===== config.mk =====
export PLATFORM = sky130hd
export DESIGN_NAME = mode_ctrl
export DESIGN_NICKNAME = d
export VERILOG_FILES = /design/src/mode_pkg.sv /design/src/tx_seq_if.sv /design/src/mode_ctrl.sv /design/src/tx_path_sequencer.sv
export SDC_FILE = /design/constraint.sdc
export NUM_CORES = 1
export LEC_CHECK = 0
export ABC_AREA = 1
export BUFFER_PORTS_ARGS = -buffer_cell sky130_fd_sc_hd__buf_4
export CAP_MARGIN = 15
export CORE_ASPECT_RATIO = 1.1
export CORE_UTILIZATION = 35
export DETAILED_ROUTE_END_ITERATION = 7
export GPL_TIMING_DRIVEN = 0
export HOLD_SLACK_MARGIN = 0.1
export MAX_ROUTING_LAYER = met4
export PLACE_DENSITY_LB_ADDON = 0.25
export SETUP_SLACK_MARGIN = 0.2
export SYNTH_ARGS = -nofsm -noshare
export SYNTH_HDL_FRONTEND = slang
export SYNTH_SLANG_ARGS = --single-unit
export TNS_END_PERCENT = 10

===== constraint.sdc =====
create_clock -name clock_i -period 2.5 [get_ports clock_i]
set_input_delay 0.5 -clock clock_i [delete_from_list [all_inputs] [get_ports clock_i]]
set_output_delay 0.5 -clock clock_i [all_outputs]
set_load 0.01 [all_outputs]

===== src/mode_pkg.sv =====
// Constants and types for the operating-mode and power controller.
// Assumes a single 100 MHz clock domain; shared by mode_ctrl and tx_path_sequencer.
package mode_pkg;
  localparam int unsigned clk_period_ns = 10;
  // Regulator settle time after enabling, ns
  localparam int unsigned reg_settle_ns = 2000;
  localparam int unsigned reg_settle_cycles = (reg_settle_ns + clk_period_ns - 1) / clk_period_ns;
  // System initialisation time, ns
  localparam int unsigned init_ns = 5000;
  localparam int unsigned init_cycles = (init_ns + clk_period_ns - 1) / clk_period_ns;
  // Tune-and-check duration, ns
  localparam int unsigned tune_ns = 3000;
  localparam int unsigned tune_cycles = (tune_ns + clk_period_ns - 1) / clk_period_ns;
  // Transmit path sequencer step time, ns
  localparam int unsigned tx_step_ns = 200;
  localparam int unsigned tx_step_cycles = (tx_step_ns + clk_period_ns - 1) / clk_period_ns;
  // Watchdog default time-out in cycles
  localparam int unsigned wdog_default_cycles = 100000;
  localparam int unsigned cnt_w = 20;
  localparam logic [1:0] sleep_active = 2'h0;
  localparam logic [1:0] sleep_powerdown = 2'h1;
  localparam logic [1:0] boot_standby = 2'h0;
  localparam logic [1:0] boot_transmit = 2'h1;

  typedef enum logic [2:0] {
    powered_down_state, power_up_state, init_state, standby_state,
    transmit_state, tune_check_state
  } op_mode_t;

  typedef enum logic [1:0] {
    txs_off, txs_enabling, txs_on, txs_disabling
  } tx_seq_t;
endpackage : mode_pkg


===== src/tx_seq_if.sv =====
// Carrier between the mode controller and the transmit path sequencer.
// Assumes both ends share clock_i.
`timescale 1ns/1ps
interface tx_seq_if;
  logic enable;
  logic pa_on;
  logic pll_on;
  logic busy;
  modport ctrl (output enable, input pa_on, input pll_on, input busy);
  modport seq (input enable, output pa_on, output pll_on, output busy);
endinterface : tx_seq_if


===== src/mode_ctrl.sv =====
// Operating-mode and power-state controller of the transmitter.
// Assumes host commands arrive as one-cycle strobes already decoded from SPI,
// and configuration bits are held stable from nonvolatile storage.
`timescale 1ns/1ps
module mode_ctrl (
  input wire logic clock_i,
  input wire logic sys_rst_i,
  input wire logic wake_high_pin_i,
  input wire logic [5:0] wake_low_pins_n_i,
  input wire logic cmd_transmit_i,
  input wire logic cmd_calibrate_i,
  input wire logic cmd_exit_i,
  input wire logic cmd_power_off_i,
  input wire logic cfg_xtal_standby_i,
  input wire logic [1:0] cfg_boot_mode_i,
  input wire logic cfg_tune_at_init_i,
  input wire logic [1:0] cfg_sleep_mode_i,
  input wire logic [19:0] cfg_wdog_cycles_i,
  input wire logic wdog_service_i,
  output logic [2:0] mode_o,
  output logic cmd_accept_o,
  output logic mode_done_o,
  output logic digital_supply_domain_o,
  output logic rf_supply_domain_o,
  output logic crystal_osc_o,
  output logic slow_rc_osc_o,
  output logic fast_rc_osc_o,
  output logic cpu_sleep_o,
  output logic [1:0] cpu_sleep_mode_o,
  output logic wdog_restart_o,
  output logic pa_on_o,
  output logic pll_on_o
);
  import mode_pkg::*;

  op_mode_t mode_q;
  op_mode_t mode_d;
  logic [cnt_w-1:0] wait_q;
  logic [cnt_w-1:0] wdog_q;
  logic wdog_fire;
  logic wake;
  logic pending_tune_q;
  logic done_q;
  logic dig_q, rf_q, xto_q, src_q, frc_q, sleep_q;
  tx_seq_if txb();

  // Supply and oscillator set per mode: {dig, rf, xto, src, frc}
  function automatic logic [4:0] supplies(input op_mode_t m, input logic xtal);
    case (m)
      powered_down_state: supplies = 5'h00;
      power_up_state: supplies = 5'h13;
      init_state: supplies = 5'h13;
      standby_state: supplies = xtal ? 5'h1E : 5'h13;
      transmit_state: supplies = 5'h1E;
      tune_check_state: supplies = 5'h1F;
      default: supplies = 5'h00;
    endcase
  endfunction : supplies

  ////////////////////////////////////////////////////////////////////////
  // Wake decode: combinational so it works without any powered-up state
  assign wake = wake_high_pin_i || (wake_low_pins_n_i != 6'h3F);

  // Next-mode logic; standby takes transmit, calibrate and power off, transmit takes only exit
  always_comb begin
    mode_d = mode_q;
    case (mode_q)
      powered_down_state: if (wake) mode_d = power_up_state;
      power_up_state: if (wait_q == '0) mode_d = init_state;
      init_state: begin
        if (wait_q == '0) begin
          if (pending_tune_q) mode_d = tune_check_state;
          else if (cfg_boot_mode_i == boot_transmit) mode_d = transmit_state;
          else mode_d = standby_state;
        end
      end
      standby_state: begin
        if (cmd_power_off_i) mode_d = powered_down_state;
        else if (cmd_transmit_i) mode_d = transmit_state;
        else if (cmd_calibrate_i) mode_d = tune_check_state;
      end
      transmit_state: if (cmd_exit_i && !txb.busy) mode_d = standby_state;
      tune_check_state: begin
        if (wait_q == '0) begin
          if (cfg_boot_mode_i == boot_transmit && done_q == 1'b0) mode_d = transmit_state;
          else mode_d = standby_state;
        end
      end
      default: mode_d = powered_down_state;
    endcase
    if (wdog_fire) mode_d = powered_down_state;
  end

  assign cmd_accept_o = (mode_q == standby_state);

  // Mode register, one mode at a time
  always_ff @(posedge clock_i) begin
    if (sys_rst_i) begin
      mode_q <= powered_down_state;
    end else begin
      mode_q <= mode_d;
    end
  end

  // Wait counter loaded on entry to timed states
  always_ff @(posedge clock_i) begin
    if (sys_rst_i) begin
      wait_q <= '0;
    end else if (mode_d != mode_q) begin
      case (mode_d)
        power_up_state: wait_q <= cnt_w'(reg_settle_cycles - 1);
        init_state: wait_q <= cnt_w'(init_cycles - 1);
        tune_check_state: wait_q <= cnt_w'(tune_cycles - 1);
        default: wait_q <= '0;
      endcase
    end else if (wait_q != '0) begin
      wait_q <= wait_q - 1'b1;
    end
  end

  // Tune at init is latched at wake; done_q marks the boot path finished
  always_ff @(posedge clock_i) begin
    if (sys_rst_i) begin
      pending_tune_q <= 1'b0;
      done_q <= 1'b0;
    end else begin
      if (mode_q == powered_down_state && wake) begin
        pending_tune_q <= cfg_tune_at_init_i;
        done_q <= 1'b0;
      end else if (mode_q == init_state && wait_q == '0) begin
        pending_tune_q <= 1'b0;
      end
      if (mode_q == standby_state || mode_q == transmit_state) done_q <= 1'b1;
    end
  end

  ////////////////////////////////////////////////////////////////////////
  // Supply and oscillator flops follow the new mode the cycle it is entered
  always_ff @(posedge clock_i) begin
    if (sys_rst_i) begin
      {dig_q, rf_q, xto_q, src_q, frc_q} <= 5'h00;
    end else begin
      {dig_q, rf_q, xto_q, src_q, frc_q} <= supplies(mode_d, cfg_xtal_standby_i);
    end
  end

  // Done pulse stands in the first cycle of the new mode, its supplies already set
  always_ff @(posedge clock_i) begin
    if (sys_rst_i) begin
      mode_done_o <= 1'b0;
    end else begin
      mode_done_o <= (mode_d != mode_q);
    end
  end

  // Processor sleeps in standby with the configured mode
  always_ff @(posedge clock_i) begin
    if (sys_rst_i) begin
      sleep_q <= 1'b0;
      cpu_sleep_mode_o <= sleep_active;
    end else begin
      sleep_q <= (mode_d == standby_state);
      cpu_sleep_mode_o <= cfg_sleep_mode_i;
    end
  end

  // Low-power standby drops the fast RC when the core is in power-down
  assign fast_rc_osc_o = frc_q && !(sleep_q && cpu_sleep_mode_o == sleep_powerdown);
  assign digital_supply_domain_o = dig_q;
  assign rf_supply_domain_o = rf_q;
  assign crystal_osc_o = xto_q;
  assign slow_rc_osc_o = src_q;
  assign cpu_sleep_o = sleep_q;
  assign mode_o = mode_q;

  ////////////////////////////////////////////////////////////////////////
  // Watchdog counts while awake; service reloads, expiry forces restart
  assign wdog_fire = (mode_q != powered_down_state) && (wdog_q == '0) && !wdog_service_i;
  always_ff @(posedge clock_i) begin
    if (sys_rst_i) begin
      wdog_q <= cnt_w'(wdog_default_cycles);
      wdog_restart_o <= 1'b0;
    end else begin
      wdog_restart_o <= wdog_fire;
      if (mode_q == powered_down_state || wdog_service_i) begin
        wdog_q <= (cfg_wdog_cycles_i == '0) ? cnt_w'(wdog_default_cycles) : cfg_wdog_cycles_i;
      end else if (wdog_q != '0) begin
        wdog_q <= wdog_q - 1'b1;
      end
    end
  end

  // Transmit path sequencer, enabled by transmit mode
  assign txb.enable = (mode_q == transmit_state);
  tx_path_sequencer u_seq (
    .clock_i(clock_i),
    .sys_rst_i(sys_rst_i),
    .bus(txb.seq)
  );
  assign pa_on_o = txb.pa_on;
  assign pll_on_o = txb.pll_on;

  ////////////////////////////////////////////////////////////////////////
  chk_off_no_cmd: assert property (@(posedge clock_i) disable iff (sys_rst_i)
    (mode_q == powered_down_state && !wake) |=> mode_q == powered_down_state)
    else $error("left powered down without wake");
  chk_wake_starts: assert property (@(posedge clock_i) disable iff (sys_rst_i)
    (mode_q == powered_down_state && wake) |=> mode_q == power_up_state)
    else $error("wake ignored");
  chk_off_supplies: assert property (@(posedge clock_i) disable iff (sys_rst_i)
    (mode_q == powered_down_state && $past(mode_q) == powered_down_state) |->
    !digital_supply_domain_o && !rf_supply_domain_o) else $error("supply on while off");
  chk_rc_standby: assert property (@(posedge clock_i) disable iff (sys_rst_i)
    (mode_q == standby_state && !cfg_xtal_standby_i && $stable(cfg_xtal_standby_i)) |->
    !rf_supply_domain_o && !crystal_osc_o && slow_rc_osc_o) else $error("rc standby setting");
  chk_xtal_standby: assert property (@(posedge clock_i) disable iff (sys_rst_i)
    (mode_q == standby_state && cfg_xtal_standby_i && $stable(cfg_xtal_standby_i)) |->
    rf_supply_domain_o && crystal_osc_o) else $error("crystal standby setting");
  chk_cmd_only_standby: assert property (@(posedge clock_i) disable iff (sys_rst_i)
    (mode_q == transmit_state && cmd_calibrate_i && !cmd_exit_i && !wdog_fire) |=>
    mode_q == transmit_state) else $error("command taken outside standby");
  chk_tx_cmd: assert property (@(posedge clock_i) disable iff (sys_rst_i)
    (mode_q == standby_state && cmd_transmit_i && !cmd_power_off_i && !wdog_fire) |=>
    mode_q == transmit_state ##0 rf_supply_domain_o) else $error("transmit command lost");
  chk_wdog_restart: assert property (@(posedge clock_i) disable iff (sys_rst_i)
    wdog_fire |=> wdog_restart_o && mode_q == powered_down_state) else $error("watchdog missed");
  chk_init_standby: assert property (@(posedge clock_i) disable iff (sys_rst_i)
    (mode_q == init_state && wait_q == '0 && !pending_tune_q && cfg_boot_mode_i == boot_standby
    && !wdog_fire) |=> mode_q == standby_state) else $error("init did not settle");
  chk_done_pulse: assert property (@(posedge clock_i) disable iff (sys_rst_i)
    (mode_q != $past(mode_q)) |-> mode_done_o) else $error("done missing");
  chk_done_supplies: assert property (@(posedge clock_i) disable iff (sys_rst_i)
    (mode_done_o && mode_q != powered_down_state) |-> digital_supply_domain_o && slow_rc_osc_o)
    else $error("done before supplies");

  cov_tx: cover property (@(posedge clock_i) mode_q == standby_state ##1 mode_q == transmit_state);
  cov_tune: cover property (@(posedge clock_i) mode_q == tune_check_state);
  cov_wdog: cover property (@(posedge clock_i) wdog_restart_o);
endmodule : mode_ctrl


===== src/tx_path_sequencer.sv =====
// Transmit-path enable/disable sequencer: PLL first, then PA, with a fixed step.
// Assumes synchronous active-high reset and the rf domain on while enabled.
`timescale 1ns/1ps
module tx_path_sequencer (
  input wire logic clock_i,
  input wire logic sys_rst_i,
  tx_seq_if.seq bus
);
  import mode_pkg::*;
  tx_seq_t state_q;
  logic [cnt_w-1:0] step_q;

  ////////////////////////////////////////////////////////////////////////
  // Step sequencer runs on its own, in parallel with the processor
  always_ff @(posedge clock_i) begin
    if (sys_rst_i) begin
      state_q <= txs_off;
      step_q <= '0;
    end else begin
      case (state_q)
        txs_off: begin
          if (bus.enable) begin
            state_q <= txs_enabling;
            step_q <= cnt_w'(tx_step_cycles - 1);
          end
        end
        txs_enabling: begin
          if (step_q == '0) begin
            state_q <= txs_on;
          end else begin
            step_q <= step_q - 1'b1;
          end
        end
        txs_on: begin
          if (!bus.enable) begin
            state_q <= txs_disabling;
            step_q <= cnt_w'(tx_step_cycles - 1);
          end
        end
        txs_disabling: begin
          if (step_q == '0) begin
            state_q <= txs_off;
          end else begin
            step_q <= step_q - 1'b1;
          end
        end
        default: state_q <= txs_off;
      endcase
    end
  end

  // PLL leads on enable and trails on disable so the PA never runs unlocked
  assign bus.pll_on = (state_q != txs_off);
  assign bus.pa_on = (state_q == txs_on);
  assign bus.busy = (state_q == txs_enabling) || (state_q == txs_disabling);

  chk_pa_needs_pll: assert property (@(posedge clock_i) disable iff (sys_rst_i)
    bus.pa_on |-> bus.pll_on) else $error("PA on without PLL");
endmodule : tx_path_sequencer


==> summary.md <==
| Metric | Value |
|---|---|
| Avg Cell Area, Syn | `around 7.2 sq um` |
| Syn Inst Count | `just under 600` |
| Number of synthesized flops with an enable pin | `0` |
| Final period util | `0.892` |
| Max_cap viols | `0` |
| CTS tree | `built` |
| Drt first pass iters | `5` |
| Fmax | `0.448 GHz` |
| Ys async rst share | `0` |
| Startpoint Class | `flip-flop` |
| DIE AREA | `~12,000 sq um` |
| # rows | `between 40 and 50` |
| Via count | `4,082` |
| Synth cell count leaders | `nand2_1, nor2_1, dfxtp_1, inv_1, a21oi_1` |
| Synth unique cells | `48` |
| Worst-path clk slew | `0.06 ns` |
| H-tree depth | `3` |
| Critical Path Fanout Max | `8` |
| Slew Limit Fails | `0` |
| DP HPWL | `~8100 um` |
| Main synth FF type | `dfxtp_1` |
| FF-to-FF Start | `wait_q[0]` |
| Post-synthesis xor/xnor area fraction | `0.0521` |
| Final instance area | `approximately 5300 sq um` |
| Status | `completed` |
| Num CTS Buffers | `9` |
| Unrepaired setup endpoints after global routing | `yes` |
| Worst min-delay path category | `in -> reg` |
| Gr usage total | `0.188` |
| Hold Crit Depth | `3` |
| Critical path class | `reg -> reg` |
| Core Region | `around 12,000 sq um` |
| CTS max path bufs | `2` |
| Slew @ Worst Pin | `around 0.85 ns` |
| Synth Area in Compound Gates | `0.136` |
| VDD IR-drop max | `0.632 mV` |
| Endpoints failing setup | `0` |
| Flops & latches, synth | `between 70 and 80` |
| Antenna diodes | `0` |
| Final ANT Viol Nets | `0` |
| Reg2Reg Depth | `17` |
| Hold_sp | `cfg_sleep_mode_i[0]` |
| Boundary Pins | `56` |
| Vias in the first global route | `between 3,000 and 4,000` |
| Routability Congestion | `about 0.90` |
| GRT Residual Overflow | `0` |
| Count of nets after finishing | `around 710` |
| WHS Endpoint | `cpu_sleep_mode_o[0]` |
| Clk Latency, worst-skew pair | `about 0.34 ns` |
| Die X | `around 110 um` |
| Synth top area cells | `dfxtp_1, nand2_1, nor2_1` |
| Drt drc | `0` |
| Ratio of cells with drive above 1 in the final layout | `0.229` |
| Required @ worst endpoint | `between 2 and 3 ns` |
| Synth top area share | `0.358` |
| PwrDens | `approximately 1300 nW/um^2` |
| Largest family of logic cells by synthesized area | `simple AND/OR/NAND/NOR gates` |
| Fillers | `between 1,000 and 1,500` |
| Final worst path period need | `approximately 2.2 ns` |
| DP Area | `4800 sq um` |
| Via-per-instance ratio | `4.98` |
| Count leader, synth | `nand2_1` |
| WHS | `approximately 0.36 ns` |
| Die height | `117 um` |
| Worst slew margin | `0.431` |
| Yosys top cell by area | `dfxtp_1` |
| R2R setup slack | `0.27 ns` |
| Synth warn | `0` |
| Mean routed wirelength per cell | `13.5 um` |
| Place WS | `-0.0366 ns` |
| Post-Synth Simple-Gate Area | `0.356` |
| Initial antenna violation count | `0` |
| Layout area overhead | `26.8%` |
| Mapped cell area | `about 4200 sq um` |
| Largest net degree at the start of global routing | `14` |
| WP data arrival | `around 2.5 ns` |
| Final WS setup | `between 0.2 and 0.3 ns` |
| Clock tree root buffer cell | `clkbuf_16` |
| Final hold vios | `0` |
| Post-Route WL | `about 11,000 um` |
| Starting density of the core | `0.362` |
| Post-Synth Adder-Cell Area | `0.0268` |
| Final Util | `0.459` |
| RR Endpoint | `wait_q[6]` |
| Worst-case clock skew | `0.00698 ns` |
| Leak pwr | `2.35 nW` |
| Mux cell area share after synthesis | `0` |
| First-pass GRT wire length | `approximately 18,000 um` |
| Setup crit end kind | `flip-flop` |
| Net count after synthesis | `between 600 and 700` |
| Port Buffers | `55` |
| Drt initial violations | `154` |
| TritonCTS Sinks | `between 70 and 80` |
| Register area share after synthesis | `0.358` |
[stage by stage]
stage,TNS [ns],instances,total power (W)
3_3_place_gp,0,787,0.00503
6_report,0,819,0.00686
5_1_grt,0,819,0.00746
4_1_cts,0,806,0.00642
2_1_floorplan,0,582,0.00433
3_5_place_dp,-0.235,787,0.00508
[critical path, cell delays in order, from the launching register on]
cell	delay, ns
dfxtp_4	0.36
inv_2	0.07
ha_4	0.14
nand2_4	0.09
nor2_8	0.17
nand2_4	0.09
nor2_8	0.12
nand3_2	0.09
nand3_2	0.11
nand2_4	0.09
nand2_1	0.07
nand2_1	0.09
nor2_4	0.15
nand2_4	0.10
inv_4	0.09
buf_8	0.12
nand2_1	0.07
a21oi_2	0.14
[kinds of logic (layout without fill, tap and decap cells)]
| logic type | count (synthesis) | after routing |
|---|---|---|
| AO/OA/AOI/OAI | 100 | 100 |
| XOR/XNOR | 25 | 25 |
| adder cells (fa/ha/maj) | 9 | 9 |
| buffers and inverters | 73 | 160 |
| flip-flops | 75 | 75 |
| AND/OR/NAND/NOR | 300 | 300 |
[registers in the layout, indices dropped and copies added (netlist names), 2 cells and up]
name / count
wait_q: 20
cpu_sleep_mode_o: 2
u_seq.state_q: 2
u_seq.step_q: 20
mode_o: 3
wdog_q: 20
[how the worst max path moves through the flow]
stage / endpoint / start / depth (start not counted)
2_1_floorplan: wait_q[8] / wait_q[0] / 17
6_report: wait_q[6] / wait_q[0] / 17
3_3_place_gp: wait_q[8] / u_seq.state_q[1] / 16
5_1_grt: u_seq.step_q[16] / mode_o[1] / 12
3_5_place_dp: wait_q[6] / u_seq.state_q[1] / 16
4_1_cts: wait_q[16] / wdog_q[14] / 14
[power breakdown]
| group | switching [W] | total [W] | internal, W | leakage [nW] |
|---|---|---|---|---|
| clock | 0.000515 | 0.00119 | 0.000671 | 0.128 |
| combinational | 0.00225 | 0.00380 | 0.00156 | 1.61 |
| sequential | 0.000320 | 0.00187 | 0.00155 | 0.618 |
[area by class of cell]
type                    instances  area [sq um]  share of cell area
clock inverters                 6          42.5             0.00799
repair buffers                 71           551               0.103
plain buffers                  13          81.3              0.0153
well taps                     150           188              0.0353
flip-flops and latches         75          1510               0.283
multi-input cells             434          2500               0.469
inverters                      60           228              0.0428
clock buffers                  10           229              0.0430
[what timing repair did]
action | 4_1_cts | 5_1_grt
gates cloned | 0 | 1
endpoints found under the setup margin | 30 | 32
resized for setup | 11 | 21
pin swaps | 2 | 9
buffers inserted | 3 | 12
hold buffers | 0 | 0
[cell usage in the layout, fill, tap and decap left out, types with 15 or more instances in the layout]
cell	count
a21oi_1	37
buf_4	73
dfxtp_1	72
inv_1	55
nand2_1	94
nand3_1	27
nor2_1	80
nor3_1	15
nor4_1	16
o21ai_0	32
xor2_1	16
[routing by layer]
layer	routed length, um	global-route usage	vias to the layer above
li1	-	-	2116
met1	5100	0.226	1864
met2	5260	0.305	82
met3	489	0.0415	20
met4	203	0.0822	0
met5	0	-	-
(Power assumes the default switching activity.)
